`src/irt_pkg.sv`:
```
// Purpose: Shared constants for the infrared pulse timer control block
// Assumes: 32-bit APB, one register per aligned word
// Notes: Offsets not multiples of four, so printed offsets are indices
package irt_pkg;
  // Register indices as printed; byte address is four times the index
  localparam logic [11:0] IRT_IDX_COMMON = 12'hd01;
  localparam logic [11:0] IRT_IDX_ENV_CTRL = 12'hd02;
  localparam logic [11:0] IRT_IDX_CARRIER_CNT = 12'hd04;
  localparam logic [11:0] IRT_IDX_ENV_LOAD_LO = 12'hd05;
  localparam logic [11:0] IRT_IDX_ENV_LOAD_HI = 12'hd06;
  localparam logic [11:0] IRT_IDX_CAPTURE_LO = 12'hd07;
  localparam logic [11:0] IRT_IDX_CAPTURE_HI = 12'hd08;
  localparam logic [11:0] IRT_IDX_STATUS = 12'hd09;
  // Common function register fields
  localparam int IRT_CF_MODE = 7;
  localparam int IRT_CF_EDGE_HI = 5;
  localparam int IRT_CF_EDGE_LO = 4;
  localparam int IRT_CF_SUB_HI = 3;
  localparam int IRT_CF_SUB_LO = 2;
  localparam int IRT_CF_CARRIER_INIT = 1;
  localparam int IRT_CF_ENV_INIT = 0;
  // Envelope control fields
  localparam int IRT_EC_ENABLE = 7;
  localparam int IRT_EC_SINGLE = 6;
  localparam int IRT_EC_TIMEOUT = 5;
  localparam int IRT_EC_CLK_HI = 4;
  localparam int IRT_EC_CLK_LO = 3;
  localparam int IRT_EC_CAP_MASK = 2;
  localparam int IRT_EC_CNT_MASK = 1;
  localparam int IRT_EC_ROUTE = 0;
  // Reset values
  localparam logic [7:0] IRT_COMMON_RST = 8'h00;
  localparam logic [7:0] IRT_ENV_CTRL_RST = 8'h00;
  localparam logic [15:0] IRT_ENV_LOAD_RST = 16'hffff;
  localparam logic [7:0] IRT_CARRIER_RST = 8'hff;
  // Submode codes
  localparam logic [1:0] IRT_SUB_NORMAL = 2'h0;
  localparam logic [1:0] IRT_SUB_PINGPONG = 2'h1;
  // Edge select codes
  localparam logic [1:0] IRT_EDGE_FALL = 2'h0;
  localparam logic [1:0] IRT_EDGE_RISE = 2'h1;
  localparam logic [1:0] IRT_EDGE_BOTH = 2'h2;
  // Prescaler width
  localparam int IRT_PRESCALE_W = 3;
endpackage

```
`src/irt_sync3.sv`:
```
// Purpose: Three-stage synchroniser with agreement check for a pin
// Assumes: Input is asynchronous to ref_clk_i
// Notes: First stage feeds only the second stage
`timescale 1ns/1ps
`default_nettype none
module irt_sync3
(
  // Clock and reset
  input wire logic ref_clk_i,
  input wire logic sys_rst_i,
  // Pin and clean level
  input wire logic pin_i,
  output logic level_o
);
  logic s1_reg;
  logic s2_reg;
  logic s3_reg;
  logic level_reg;

  // Shift chain; accept a change once stages two and three agree
  always_ff @(posedge ref_clk_i)
  begin
    if (sys_rst_i)
    begin
      s1_reg <= 1'b0;
      s2_reg <= 1'b0;
      s3_reg <= 1'b0;
      level_reg <= 1'b0;
    end
    else
    begin
      s1_reg <= pin_i;
      s2_reg <= s1_reg;
      s3_reg <= s2_reg;
      if (s2_reg == s3_reg)
        level_reg <= s3_reg;
    end
  end

  assign level_o = level_reg;
endmodule
`default_nettype wire

```
`src/irt_timer_ctrl.sv`:
```
// Purpose: Control for the carrier and envelope infrared timers
// Assumes: APB slave on ref_clk_i, synchronous active-high reset
// Notes: Interrupt controller and sync register live elsewhere
//
// The APB interface to the registers was decided locally.
`timescale 1ns/1ps
`default_nettype none
module irt_timer_ctrl
  import irt_pkg::*;
#(
  parameter int ENV_W = 16,
  parameter int CAR_W = 8
)
(
  // Clock and reset
  input wire logic ref_clk_i,
  input wire logic sys_rst_i,
  // Stop-mode recovery pulse
  input wire logic stop_recover_i,
  // APB slave
  input wire logic psel_i,
  input wire logic penable_i,
  input wire logic pwrite_i,
  input wire logic [15:0] paddr_i,
  input wire logic [31:0] pwdata_i,
  output logic [31:0] prdata_o,
  output logic pready_o,
  output logic pslverr_o,
  // Carrier enable from sync register
  input wire logic carrier_enable_i,
  // Pins
  input wire logic demod_pin_i,
  input wire logic port_data_i,
  output logic carrier_output_o,
  output logic envelope_output_o,
  output logic port3_pin5_o,
  // Interrupt request to the controller
  output logic timer_irq_o
);
  logic [7:0] common_function_reg;
  logic [7:0] envelope_timer_control;
  logic [ENV_W-1:0] env_load_reg;
  logic [ENV_W-1:0] env_count_reg;
  logic [ENV_W-1:0] capture_low_reg;
  logic [ENV_W-1:0] capture_high_reg;
  logic [CAR_W-1:0] car_load_reg;
  logic [CAR_W-1:0] car_count_reg;
  logic [IRT_PRESCALE_W-1:0] prescale_reg;
  logic env_out_reg;
  logic car_out_reg;
  logic car_en_d_reg;
  logic env_en_d_reg;
  logic first_done_reg;
  logic demod_d_reg;
  logic pp_phase_reg;
  logic irq_reg;
  logic demod_lvl;
  logic demod_mode;
  logic [1:0] submode;
  logic env_en;
  logic wr_en;
  logic rd_en;
  logic [11:0] idx;
  logic addr_hit;
  logic tick;
  logic terminal;
  logic rise_ev;
  logic fall_ev;
  logic sel_edge;
  logic capture_ev;
  logic rise_clr;
  logic fall_clr;
  logic to_clr;
  logic [31:0] rdata_next;

  // Demodulator pin enters through the synchroniser
  irt_sync3 u_demod_sync
  (
    .ref_clk_i(ref_clk_i),
    .sys_rst_i(sys_rst_i),
    .pin_i(demod_pin_i),
    .level_o(demod_lvl)
  );

  // APB decode; zero wait states, unmapped reads zero with error
  assign idx = paddr_i[13:2];
  assign addr_hit = (idx == IRT_IDX_COMMON) || (idx == IRT_IDX_ENV_CTRL) ||
                    (idx == IRT_IDX_CARRIER_CNT) || (idx == IRT_IDX_ENV_LOAD_LO) ||
                    (idx == IRT_IDX_ENV_LOAD_HI) || (idx == IRT_IDX_CAPTURE_LO) ||
                    (idx == IRT_IDX_CAPTURE_HI) || (idx == IRT_IDX_STATUS);
  assign wr_en = psel_i && penable_i && pwrite_i;
  assign rd_en = psel_i && !penable_i && !pwrite_i;
  assign pready_o = 1'b1;
  assign pslverr_o = psel_i && penable_i && !addr_hit;

  assign demod_mode = common_function_reg[IRT_CF_MODE];
  assign submode = common_function_reg[IRT_CF_SUB_HI:IRT_CF_SUB_LO];
  assign env_en = envelope_timer_control[IRT_EC_ENABLE];

  // Write-one-to-clear strobes for the sticky flags
  assign rise_clr = wr_en && (idx == IRT_IDX_COMMON) && demod_mode &&
                    pwdata_i[IRT_CF_CARRIER_INIT];
  assign fall_clr = wr_en && (idx == IRT_IDX_COMMON) && demod_mode &&
                    pwdata_i[IRT_CF_ENV_INIT];
  assign to_clr = wr_en && (idx == IRT_IDX_ENV_CTRL) && pwdata_i[IRT_EC_TIMEOUT];

  // Edge detection on the clean demodulator level
  assign rise_ev = demod_mode && demod_lvl && !demod_d_reg;
  assign fall_ev = demod_mode && !demod_lvl && demod_d_reg;
  always_comb
  begin
    case (common_function_reg[IRT_CF_EDGE_HI:IRT_CF_EDGE_LO])
      IRT_EDGE_FALL: sel_edge = fall_ev;
      IRT_EDGE_RISE: sel_edge = rise_ev;
      IRT_EDGE_BOTH: sel_edge = rise_ev || fall_ev;
      default: sel_edge = 1'b0; // Reserved code captures nothing
    endcase
  end
  // Single-edge capture takes only the first selected edge
  assign capture_ev = env_en && sel_edge &&
                      !(envelope_timer_control[IRT_EC_SINGLE] && first_done_reg);

  // Prescaled count tick from the clock select field
  always_comb
  begin
    case (envelope_timer_control[IRT_EC_CLK_HI:IRT_EC_CLK_LO])
      2'h0: tick = 1'b1;
      2'h1: tick = (prescale_reg[0] == 1'b1);
      2'h2: tick = (prescale_reg[1:0] == 2'h3);
      default: tick = (prescale_reg == 3'h7);
    endcase
  end
  assign terminal = !demod_mode && env_en && tick && (env_count_reg == '0);

  always_ff @(posedge ref_clk_i)
  begin
    if (sys_rst_i || !env_en)
      prescale_reg <= '0;
    else
      prescale_reg <= prescale_reg + 3'h1;
  end

  // Common function register; edge flags are sticky, set beats clear
  always_ff @(posedge ref_clk_i)
  begin
    if (sys_rst_i)
      common_function_reg <= IRT_COMMON_RST;
    else if (stop_recover_i)
      common_function_reg <= {common_function_reg[7:6], common_function_reg[5:4], 4'h0};
    else
    begin
      if (wr_en && (idx == IRT_IDX_COMMON))
      begin
        common_function_reg[7:2] <= pwdata_i[7:2];
        if (!demod_mode)
          common_function_reg[1:0] <= pwdata_i[1:0];
      end
      if (demod_mode)
      begin
        if (rise_ev)
          common_function_reg[IRT_CF_CARRIER_INIT] <= 1'b1;
        else if (rise_clr)
          common_function_reg[IRT_CF_CARRIER_INIT] <= 1'b0;
        if (fall_ev)
          common_function_reg[IRT_CF_ENV_INIT] <= 1'b1;
        else if (fall_clr)
          common_function_reg[IRT_CF_ENV_INIT] <= 1'b0;
      end
    end
  end

  // Envelope control; clock select and capture mask survive recovery
  always_ff @(posedge ref_clk_i)
  begin
    if (sys_rst_i)
      envelope_timer_control <= IRT_ENV_CTRL_RST;
    else if (stop_recover_i)
      envelope_timer_control <= {3'h0, envelope_timer_control[4:2], 2'h0};
    else
    begin
      if (wr_en && (idx == IRT_IDX_ENV_CTRL))
      begin
        envelope_timer_control[7:6] <= pwdata_i[7:6];
        envelope_timer_control[4:0] <= pwdata_i[4:0];
      end
      if (terminal)
        envelope_timer_control[IRT_EC_TIMEOUT] <= 1'b1;
      else if (to_clr)
        envelope_timer_control[IRT_EC_TIMEOUT] <= 1'b0;
      if (terminal && envelope_timer_control[IRT_EC_SINGLE])
        envelope_timer_control[IRT_EC_ENABLE] <= 1'b0;
    end
  end

  // Load values for both timers
  always_ff @(posedge ref_clk_i)
  begin
    if (sys_rst_i)
    begin
      env_load_reg <= IRT_ENV_LOAD_RST;
      car_load_reg <= IRT_CARRIER_RST;
    end
    else if (wr_en)
    begin
      if (idx == IRT_IDX_ENV_LOAD_LO)
        env_load_reg[7:0] <= pwdata_i[7:0];
      else if (idx == IRT_IDX_ENV_LOAD_HI)
        env_load_reg[ENV_W-1:8] <= pwdata_i[ENV_W-9:0];
      else if (idx == IRT_IDX_CARRIER_CNT)
        car_load_reg <= pwdata_i[CAR_W-1:0];
    end
  end

  // Envelope counter: down-count in transmit, free count in demod
  always_ff @(posedge ref_clk_i)
  begin
    if (sys_rst_i)
      env_count_reg <= IRT_ENV_LOAD_RST;
    else if (!env_en)
      env_count_reg <= env_load_reg;
    else if (demod_mode)
    begin
      if (capture_ev)
        env_count_reg <= env_load_reg;
      else if (tick)
        env_count_reg <= env_count_reg - 16'h1;
    end
    else if (terminal)
      env_count_reg <= env_load_reg;
    else if (tick)
      env_count_reg <= env_count_reg - 16'h1;
  end

  // Capture registers and first-edge tracking
  always_ff @(posedge ref_clk_i)
  begin
    if (sys_rst_i)
    begin
      capture_low_reg <= '0;
      capture_high_reg <= '0;
      first_done_reg <= 1'b0;
      demod_d_reg <= 1'b0;
    end
    else
    begin
      demod_d_reg <= demod_lvl;
      if (!env_en)
        first_done_reg <= 1'b0;
      else if (capture_ev)
        first_done_reg <= 1'b1;
      // Low phase ends on a rising edge, high phase on a falling one
      if (capture_ev && rise_ev)
        capture_low_reg <= env_load_reg - env_count_reg;
      if (capture_ev && fall_ev)
        capture_high_reg <= env_load_reg - env_count_reg;
    end
  end

  // Envelope output: idles inverted, steps at enable, toggles at terminal
  always_ff @(posedge ref_clk_i)
  begin
    if (sys_rst_i)
    begin
      env_out_reg <= 1'b1;
      env_en_d_reg <= 1'b0;
      pp_phase_reg <= 1'b0;
    end
    else
    begin
      env_en_d_reg <= env_en;
      if (submode[1])
        env_out_reg <= 1'b0;
      else if (!env_en)
        env_out_reg <= !common_function_reg[IRT_CF_ENV_INIT];
      else if (!env_en_d_reg)
        env_out_reg <= common_function_reg[IRT_CF_ENV_INIT];
      else if (terminal)
        env_out_reg <= !env_out_reg;
      // Ping-pong phase swaps on envelope terminal; normal ends it
      if (submode != IRT_SUB_PINGPONG || !env_en)
        pp_phase_reg <= 1'b0;
      else if (terminal)
        pp_phase_reg <= !pp_phase_reg;
    end
  end

  // Carrier output: simple toggle divider, held off in ping-pong envelope phase
  always_ff @(posedge ref_clk_i)
  begin
    if (sys_rst_i)
    begin
      car_out_reg <= 1'b1;
      car_count_reg <= IRT_CARRIER_RST;
      car_en_d_reg <= 1'b0;
    end
    else
    begin
      car_en_d_reg <= carrier_enable_i;
      if (!carrier_enable_i || demod_mode || pp_phase_reg)
      begin
        car_out_reg <= !common_function_reg[IRT_CF_CARRIER_INIT];
        car_count_reg <= car_load_reg;
      end
      else if (!car_en_d_reg)
        car_out_reg <= common_function_reg[IRT_CF_CARRIER_INIT];
      else if (car_count_reg == '0)
      begin
        car_out_reg <= !car_out_reg;
        car_count_reg <= car_load_reg;
      end
      else
        car_count_reg <= car_count_reg - 8'h1;
    end
  end

  // Interrupt request; masks gate events in their own cycle
  always_comb
  begin
    timer_irq_o = (terminal && envelope_timer_control[IRT_EC_CNT_MASK]) ||
                  (capture_ev && envelope_timer_control[IRT_EC_CAP_MASK]);
  end
  always_ff @(posedge ref_clk_i)
  begin
    if (sys_rst_i)
      irq_reg <= 1'b0;
    else
      irq_reg <= timer_irq_o;
  end

  // Read data mux; captured in setup so data comes from flip-flops
  always_comb
  begin
    rdata_next = 32'h0;
    if (idx == IRT_IDX_COMMON)
      rdata_next[7:0] = common_function_reg;
    else if (idx == IRT_IDX_ENV_CTRL)
      rdata_next[7:0] = envelope_timer_control;
    else if (idx == IRT_IDX_CARRIER_CNT)
      rdata_next[7:0] = car_load_reg;
    else if (idx == IRT_IDX_ENV_LOAD_LO)
      rdata_next[7:0] = env_load_reg[7:0];
    else if (idx == IRT_IDX_ENV_LOAD_HI)
      rdata_next[7:0] = env_load_reg[15:8];
    else if (idx == IRT_IDX_CAPTURE_LO)
      rdata_next[15:0] = capture_low_reg;
    else if (idx == IRT_IDX_CAPTURE_HI)
      rdata_next[15:0] = capture_high_reg;
    else if (idx == IRT_IDX_STATUS)
      rdata_next[3:0] = {irq_reg, pp_phase_reg, car_out_reg, env_out_reg};
  end
  always_ff @(posedge ref_clk_i)
  begin
    if (sys_rst_i)
      prdata_o <= 32'h0;
    else if (rd_en)
      prdata_o <= rdata_next;
  end

  // Pin outputs; pin five routed by control bit
  assign envelope_output_o = env_out_reg;
  assign carrier_output_o = car_out_reg;
  assign port3_pin5_o = envelope_timer_control[IRT_EC_ROUTE] ? env_out_reg : port_data_i;
endmodule
`default_nettype wire

```
`config.mk`:
```
export PLATFORM = sky130hd
export DESIGN_NAME = irt_timer_ctrl
export DESIGN_NICKNAME = d
export VERILOG_FILES = /design/src/irt_pkg.sv /design/src/irt_sync3.sv /design/src/irt_timer_ctrl.sv
export SDC_FILE = /design/constraint.sdc
export NUM_CORES = 1
export LEC_CHECK = 0
export BUFFER_PORTS_ARGS = -buffer_cell sky130_fd_sc_hd__buf_4
export CORE_ASPECT_RATIO = 0.8
export CORE_MARGIN = 4
export CORE_UTILIZATION = 55
export DETAILED_ROUTE_END_ITERATION = 10
export GPL_ROUTABILITY_DRIVEN = 0
export PLACE_DENSITY = 0.77
export SLEW_MARGIN = 20
export SYNTH_ARGS = -nofsm -noshare
export SYNTH_HDL_FRONTEND = slang
export SYNTH_SLANG_ARGS = --single-unit
```
`constraint.sdc`:
```
create_clock -name ref_clk_i -period 2.9 [get_ports ref_clk_i]
set_input_delay 0.29 -clock ref_clk_i [delete_from_list [all_inputs] [get_ports ref_clk_i]]
set_output_delay 0.29 -clock ref_clk_i [all_outputs]
set_load 0.02 [all_outputs]
```
; ---- Word level (Yosys, flattened, before mapping)
; Index checks and enable logic that the tools add are counted.
[totals]
word_cells = 163
inputBits = 57
out_inout_bits = 38
reg_bits = 127
[classes]
eq_ne = 18
n_bitwise = 4
add_sub_neg = 4
n_mux = 41
n_reduce_logical = 68
[ops]
columns = op, n
row1 = 8-bit 2-to-1 mux, 13
row2 = 12-bit equality test (second input constant), 8
row3 = 16-bit 2-to-1 mux, 6
row4 = 1-bit logical AND, 26
row5 = 16-bit zero test, 1
row6 = 16-bit by 1-bit subtractor with 16-bit output (second input constant), 1
row7 = 16-bit subtractor, 1
row8 = 1-bit zero test, 14
row9 = 1-bit 2-to-1 mux, 14
row10 = 1-bit logical OR, 13
row11 = 12-bit 2-to-1 mux, 1
row12 = 8-bit zero test, 1
row13 = 4-bit 2-to-1 mux, 2
row14 = 8-bit by 1-bit subtractor with 8-bit output (second input constant), 1
row15 = 2-bit equality test (second input constant), 3
row16 = 2-bit 2-to-1 mux, 3
row17 = 1-bit one-hot mux with 3 select lines, 2
row18 = 2-bit AND reduction, 3
row19 = 2-bit OR reduction, 3
row20 = 2-bit by 1-bit equality test with 1-bit output (second input constant), 2
row21 = 2-bit zero test, 2
row22 = 4-bit by 3-bit inequality test with 1-bit output (second input constant), 1
row23 = 1-bit NOT, 4
row24 = 4-bit AND reduction, 1
row25 = 8 further kinds, 9

; ---- Logic depth before layout (Yosys ltp)
; Gate-level depths: netlist of run 1.
[logic_depth]
ltp_word = 10
ltp_mapped = 9
depth_no_buf = 9

; ---- Modules after synthesis
; Synthesis of run 1 repeated with hierarchy kept, for this count alone.
[hier_totals]
hier_cells = 863
area_unflattened_um2 = 7165.6
[modules_own_cells]
columns = mod, cells_each, instances, seq_area_each_um2, area_per_inst_um2
row1 = irt_timer_ctrl, 853, 1, 2462.4, 7053.0
row2 = irt_sync3, 10, 1, 80.1, 112.6

; ---- Least setup slack after synthesis of run 1
; Ideal clock, no wire load.
[synth_path]
kind = reg-to-reg
from = register prescale_reg[0]
to = register env_out_reg (netlist: envelope_output_o)
arrival_ns = 2.209
stages_incl_launch_ff = 9
setup_time_ns = 0.127
t_required_ns = 2.773
path_slack_ns = 0.565
synth_period_minus_slack_ns = 2.335
path_buffers = 0
path_cell_list = dfxtp_1 > ha_1 > ha_1 > mux2i_1 > a2111o_1 > nor4_4 > xnor2_1 > a2111oi_0 > or3_1
[synth_via]
elab_chain_len = 5
elab_cells_between_ends = 6
cone_classes = 3 x eq/ne / 1 x mux / 2 x reduce/logical
[synth_rtl]
columns = item, line_no
row1 = from (decl), irt_timer_ctrl.sv:48  ; logic [IRT_PRESCALE_W-1:0] prescale_reg;
row2 = from (signal assigned), irt_timer_ctrl.sv:140  ; prescale_reg <= prescale_reg + 3'h1;
row3 = 3-bit equality test or 2-bit equality test (tied branches), "irt_timer_ctrl.sv:130, irt_timer_ctrl.sv:129"
row4 = 1-bit one-hot mux with 3 select lines (*), irt_timer_ctrl.sv:126  ; case (envelope_timer_control[IRT_EC_CLK_HI:IRT_EC_CLK_LO])
row5 = 1-bit logical AND (*) (2 in a row), irt_timer_ctrl.sv:133  ; assign terminal = !demod_mode && env_en && tick && (env_count_reg == '0);
row6 = 4-bit by 3-bit inequality test with 1-bit output (no source line) (*), --
row7 = to (signal assigned), irt_timer_ctrl.sv:274  ; env_out_reg <= !common_function_reg[IRT_CF_ENV_INIT];
row8 = to (signal assigned), irt_timer_ctrl.sv:276  ; env_out_reg <= common_function_reg[IRT_CF_ENV_INIT];
row9 = to (signal assigned), irt_timer_ctrl.sv:278  ; env_out_reg <= !env_out_reg;
row10 = to (decl), irt_timer_ctrl.sv:49  ; logic env_out_reg;
; Mark *: on every way between the ends. The rest lies on a longest branch, timed or not.
; A chain may end at the register's enable or synchronous reset.

; ---- Worst setup path after layout of run 1
[layout_path]
from = register prescale_reg[0]
to = output timer_irq_o
[layout_via]
elab_chain_len = 6
elab_cells_between_ends = 7
cone_classes = 2 x eq/ne / 1 x mux / 4 x reduce/logical
[layout_rtl]
columns = item, line_no
row1 = 3-bit equality test or 2-bit equality test (tied branches), "irt_timer_ctrl.sv:130, irt_timer_ctrl.sv:129"
row2 = 1-bit one-hot mux with 3 select lines (*), irt_timer_ctrl.sv:126
row3 = 1-bit logical AND (*) (2 in a row), irt_timer_ctrl.sv:133
row4 = 1-bit logical AND (*), irt_timer_ctrl.sv:319  ; timer_irq_o = (terminal && envelope_timer_control[IRT_EC_CNT_MASK]) ||
row5 = 1-bit logical OR (*), irt_timer_ctrl.sv:319
row6 = to (decl), irt_timer_ctrl.sv:38  ; output logic timer_irq_o
; Marks and branches as above.

==> results of run 1 <==
[placed cells by master (no fill, tap or decap), types with 9 or more instances in the layout]
master	instances
nor2_1	69
and3_1	10
a31oi_1	10
a211oi_1	11
conb_1	17
o21ai_0	35
buf_4	70
a22oi_1	9
clkbuf_16	17
inv_1	33
xnor2_1	18
o211ai_1	22
nor2b_1	14
a221oi_1	11
nor3_1	29
nand3_1	35
nand2_1	115
o22ai_1	10
nand2b_1	11
dfxtp_1	127
nor4_1	10
a21oi_1	42
ha_1	20
or3_1	10
mux2i_1	33
[cell families after synthesis]
logic type      Yosys count  share of synthesized area [%]
xor+xnor                 23                           2.93
mux                      34                           4.97
other cells               2                          0.109
simple gates            346                           24.9
flops                   127                           37.0
buf+inv                  89                           5.84
fa+ha+maj                21                           3.93
compound gates          206                           20.4
[power by group]
| part | total (mW) | leakage (nW) | internal [mW] | switching, mW |
|---|---|---|---|---|
| Clock | 2.03 | 0.262 | 1.20 | 0.830 |
| Combinational | 0.216 | 1.79 | 0.0669 | 0.149 |
| Sequential | 1.77 | 1.03 | 1.76 | 0.00933 |
| Total | 4.01 | 3.08 | 3.02 | 0.988 |
[per-layer routing]
metal	wire length, microns	share of wire [%]
met3	2760	13
met4	686	3.2
met5	0	0
met2	8820	41
met1	9250	43
[critical path, stage by stage (launching register included)]
cell and delay (ps):
dfxtp_1 360, ha_1 170, ha_1 140, mux2i_1 100, a2111o_1 490, nor4_4 440
a22o_1 220, buf_4 150
[metrics by stage]
step | setup WS [ps] | hold WS [ps]
6_report | 105 | 66.7
3_3_place_gp | 299 | 431
3_5_place_dp | 264 | 427
4_1_cts | 38.6 | 64.1
2_1_floorplan | 565 | 414
5_1_grt | 0.198 | 83.6
[repair_timing]
action,CTS,global route
resized for setup,0,1
hold buffers,0,0
setup buffers,0,2
pin swaps,1,2
endpoints found under the setup margin,1,1
[final cells by class]
cell class / count / area, sq um
timing repair buffer: 70 / 526
clock inverter: 13 / 114
multi-input combinational: 647 / 4000
sequential: 127 / 2540
clock buffer: 19 / 443
fill: 1036 / 4240
inverter: 34 / 128
tap: 171 / 214
[synth_stat cells (4+ instances only)]
| cell type | instances |
|---|---|
| nor2_1 | 69 |
| a22oi_1 | 9 |
| and3_1 | 10 |
| clkbuf_1 | 33 |
| nor3b_1 | 4 |
| mux2i_1 | 33 |
| nand4_1 | 7 |
| a31oi_1 | 10 |
| nor3_1 | 30 |
| xor2_1 | 5 |
| inv_1 | 33 |
| or2_2 | 8 |
| o2111ai_1 | 4 |
| a32oi_1 | 4 |
| nand2b_1 | 11 |
| a21o_1 | 5 |
| a221oi_1 | 11 |
| o21ai_0 | 35 |
| o311ai_0 | 8 |
| o21a_1 | 4 |
| a41oi_1 | 4 |
| or3b_2 | 4 |
| a2bb2oi_1 | 4 |
| xnor2_1 | 18 |
| buf_4 | 17 |
| nand2_1 | 115 |
| dfxtp_1 | 127 |
| a21oi_1 | 42 |
| or4_1 | 5 |
| a211oi_1 | 11 |
| nor4_1 | 11 |
| ha_1 | 20 |
| nor2b_1 | 14 |
| o22ai_1 | 10 |
| or3_1 | 10 |
| o2bb2ai_1 | 5 |
| nand3_1 | 35 |
| o211ai_1 | 22 |
[worst max path at each step]
stage                      startpoint           endpoint
4_1_cts        common_function_reg[7]        timer_irq_o
5_1_grt               prescale_reg[0]        timer_irq_o
3_3_place_gp          prescale_reg[0]  env_count_reg[10]
3_5_place_dp          prescale_reg[0]  env_count_reg[15]
2_1_floorplan         prescale_reg[0]  envelope_output_o
6_report              prescale_reg[0]        timer_irq_o
==> impl_metrics.toml, run 1 <==
[run]
cap_violations = 0

[sta]
worst_slew_pin_slew_ps = 690
hold_viol = 0
slew_viol_final = 0
fin_crit_sh_pct = 96.4
fin_crit_ps = 2800
relSlewSlack_pct = 54.0
setup_viol = 0
tns_ps = 0
rsz0062_at_grt = "no"
finClkSkew_ps = 9.10
fmax_ghz = 0.358

[critical_path]
worstReg2RegEnd = "env_count_reg[7]"
reg2reg_slack_ps = 280
critPathCaptureType = "output pin"
path_max_fanout = 5
arrival_ps = 2510
rr_worst_depth = 6
cp.required_ps = 2610
cp-start-kind = "register"
r2r-start = "common_function_reg[4]"
crit_type = "reg2out"

[yosys]
synthCells = 848
ys_seq_area_share_pct = 37.0
synth_area_leaders = "dfxtp_1, nand2_1, mux2i_1"
ys_seq_elements = 127
syn_area_per_cell_sq_um = 8.11
synth.distinct_cells = 64
yosys_most_used_dff = "dfxtp_1"
synth_top_area_share_pct = 37.0
synth_edf_count = 0
async_reset_ff_share_pct = 0
synth_area_sq_mm = 0.00688
synth_top_area_cell = "dfxtp_1"
yosysWarnings = 0

[layout]
stdcell_area_sq_mm = 0.00797
num-nets-final = 975
fin_cells = 1081
final_util_pct = 65.3
n_antenna_cell = 0
drive_above_1_share_pct = 13.5
syn_to_final_growth_pct = 15.9

[drt]
drc = 0
vias_per_cell = 6.41
wl_per_cell_microns = 19.9
ant_nets = 0
drt_iter0_markers = 1140
drt_wl_total_microns = 21500
firstDrtPassIters = 5
dr_total_vias = 6932

[global_route]
antenna_found_initial = 0
gr-usage-met3_pct = 10.5
grt_pass1_wl_microns = 33800
grt_pass1_vias = 6447
grt_usage_pct = 30.1
grt_start_max_net_pins = 43
top_usage_layer = "met2"
grt_remaining_overflow = 0
use_met2_pct = 43.6
met1_usage_pct = 41.6

[pwr]
vdd_drop_max_mv = 0.420
p_leak_nw = 3.08
p_per_area_mw_per_mm2 = 503
p_total_mw = 4.01

[floorplanning]
coreArea_sq_mm = 0.0122
die_w_microns = 133
start_util_pct = 56.3
row_count = 36
die_area_sq_mm = 0.0144
io-pin-count = 95
die_y_microns = 108

[worst_hold_path]
hold-path-cell-count = 2
hp-class = "in2reg"
hold_start = "demod_pin_i"
min_to = "u_demod_sync.s1_reg"

[cts]
clock-root-buffer = "clkbuf_16"
clk_latency_ps = 430
clock_sinks = 127
clock_path_buffers = 2
path_clk_slew_ps = 60
numCtsBuffers = 17
cts_tree = "yes"
htreeDepth = 4

[run_status]
outcome = "finished clean"

[placed_design]
dpl_cell_area_sq_mm = 0.00739
dp_cells = 1047
dp_hpwl_microns = 15500
portBuffers = 49
No activity file was read; power rests on OpenSTA's default activity.
==> run 2, diff against run 1 <==
Clock period 2.9 ns to 3.3 ns, I/O delays scaled along.
==> run 2 against run 1 <==
Effect of this change: first-iteration DRC count fell by 13%; clock-buffer cell count decreased by 1; clock power decreased by 4%; register-to-register slack improved by 250 ps; die area is the same; critical path type unchanged; critical endpoint unchanged; largest power group unchanged.
==> impl_metrics.toml, run 2 (synthesis gave the netlist of run 1 again) <==
[sta]
finClkSkew_ps = 8.32
setup_viol = 0
fin_hold_ws_ps = 108
fin_crit_sh_pct = 93.1
fin_crit_ps = 3070
fmax_ghz = 0.326
slew_viol_final = 0
relSlewSlack_pct = 48.5
worst_slew_pin_slew_ps = 766
tns_ps = 0
hold_viol = 0
rsz0062_at_grt = "no"

[run_status]
outcome = "finished clean"

[global_route]
grt_usage_pct = 29.5
gr-usage-met3_pct = 9.30
grt_remaining_overflow = 0
grt_start_max_net_pins = 58
top_usage_layer = "met2"
grt_pass1_vias = 6264
grt_pass1_wl_microns = 33200
met1_usage_pct = 41.3
antenna_found_initial = 0
use_met2_pct = 43.0

[pwr]
p_comb_share_pct = 5.1
p_int_mw = 2.80
p_leak_nw = 3.06
power_frac_clock_pct = 52.8
p_per_area_mw_per_mm2 = 465
switchingPower_uw = 889
sw_frac_of_total_pct = 24.1
p_seq_share_pct = 42.0
vdd_drop_max_mv = 0.397

[critical_path]
arrival_ps = 2740
critPathCaptureType = "output pin"
r2r-start = "prescale_reg[0]"
cp-start-kind = "register"
worstReg2RegEnd = "env_count_reg[14]"
worstSetupStartpoint = "prescale_reg[0]"
rr_worst_depth = 8
reg2reg_slack_ps = 530
crit_type = "reg2out"
cp.required_ps = 2970
path_max_fanout = 7

[drt]
ant_nets = 0
firstDrtPassIters = 9
drt_iter0_markers = 994
dr_total_vias = 6767
vias_per_cell = 6.32
wl_per_cell_microns = 19.7
drc = 0
drt_wl_total_microns = 21100

[floorplanning]
coreArea_sq_mm = 0.0122
start_util_pct = 56.3
io-pin-count = 95
die_y_microns = 108
row_count = 36
die_area_sq_mm = 0.0144
die_w_microns = 133

[layout]
final_util_pct = 65.0
stdcell_area_sq_mm = 0.00794
drive_above_1_share_pct = 12.4
syn_to_final_growth_pct = 15.5
num-nets-final = 965
final_cell_mix = "dfxtp_1, nand2_1, nor2_1"
n_antenna_cell = 0
layout_commonest_cell = "dfxtp_1"

[worst_hold_path]
hold_start = "demod_pin_i"
min_to = "u_demod_sync.s1_reg"
hp-class = "in2reg"
hold-path-cell-count = 2

[placed_design]
dpl_cell_area_sq_mm = 0.00733
dp_hpwl_microns = 15100
portBuffers = 49

[cts]
hold_buffers = 0
ctsResizeCount = 0
postCtsSetupBuffers = 0
path_clk_slew_ps = 60
numCtsBuffers = 17
cts_tree = "yes"
clock_sinks = 127
clock_path_buffers = 2
clk_latency_ps = 430
htreeDepth = 4
clock-root-buffer = "clkbuf_16"

[run]
cap_violations = 0
==> run 2: changes by cell type in the layout (fill, tap and decap cells not counted), sizes merged <==
cell	previous run	this run
clkinv	5	6
inv	36	37
bufinv	1	3
clkinvlp	5	2
buf	70	60
clkbuf	19	18
==> run 2: worst max-delay path by stage <==
stage,end,slack [ps],cells after the start
floorplan,envelope_output_o,960,8
global placement,env_count_reg[10],670,8
detailed placement,env_count_reg[8],600,8
CTS,timer_irq_o,230,7
global route,timer_irq_o,40,7
finish,timer_irq_o,230,7
==> run 2: critical path: stages, from the launching register on <==
cell	delay, ps
dfxtp_1	360
ha_1	180
ha_1	140
mux2i_1	100
a2111o_1	540
nor4_4	580
a22o_1	250
buf_4	150
==> run 2: stage by stage <==
stage | setup WS, ps | power (mW) | std cells
floorplan | 965 | 1.71 | 863
global placement | 672 | 1.76 | 1039
detailed placement | 597 | 1.77 | 1039
CTS | 226 | 3.68 | 1071
global route | 42.3 | 3.77 | 1071
finish | 228 | 3.69 | 1071
==> run 2: power groups by stage <==
stage	Combinational [mW]	Sequential [mW]	Clock, mW
finish	0.188	1.55	1.95
CTS	0.182	1.55	1.95
global placement	0.177	1.58	0
detailed placement	0.181	1.58	0
global route	0.202	1.55	2.02
floorplan	0.121	1.59	0
==> run 2: cell type report <==
class / count / area [sq um]
Fill cell: 1046 / 4270
Multi-Input combinational cell: 647 / 3990
Sequential cell: 127 / 2540
Timing Repair Buffer: 60 / 450
Clock buffer: 18 / 429
Tap cell: 171 / 214
Clock inverter: 14 / 183
Inverter: 34 / 128
==> run 2: layer usage <==
metal	vias up	part of all wire (%)
met5	-	0
met4	0	2.1
met3	63	12
met2	397	42
met1	3167	44
li1	3140	-
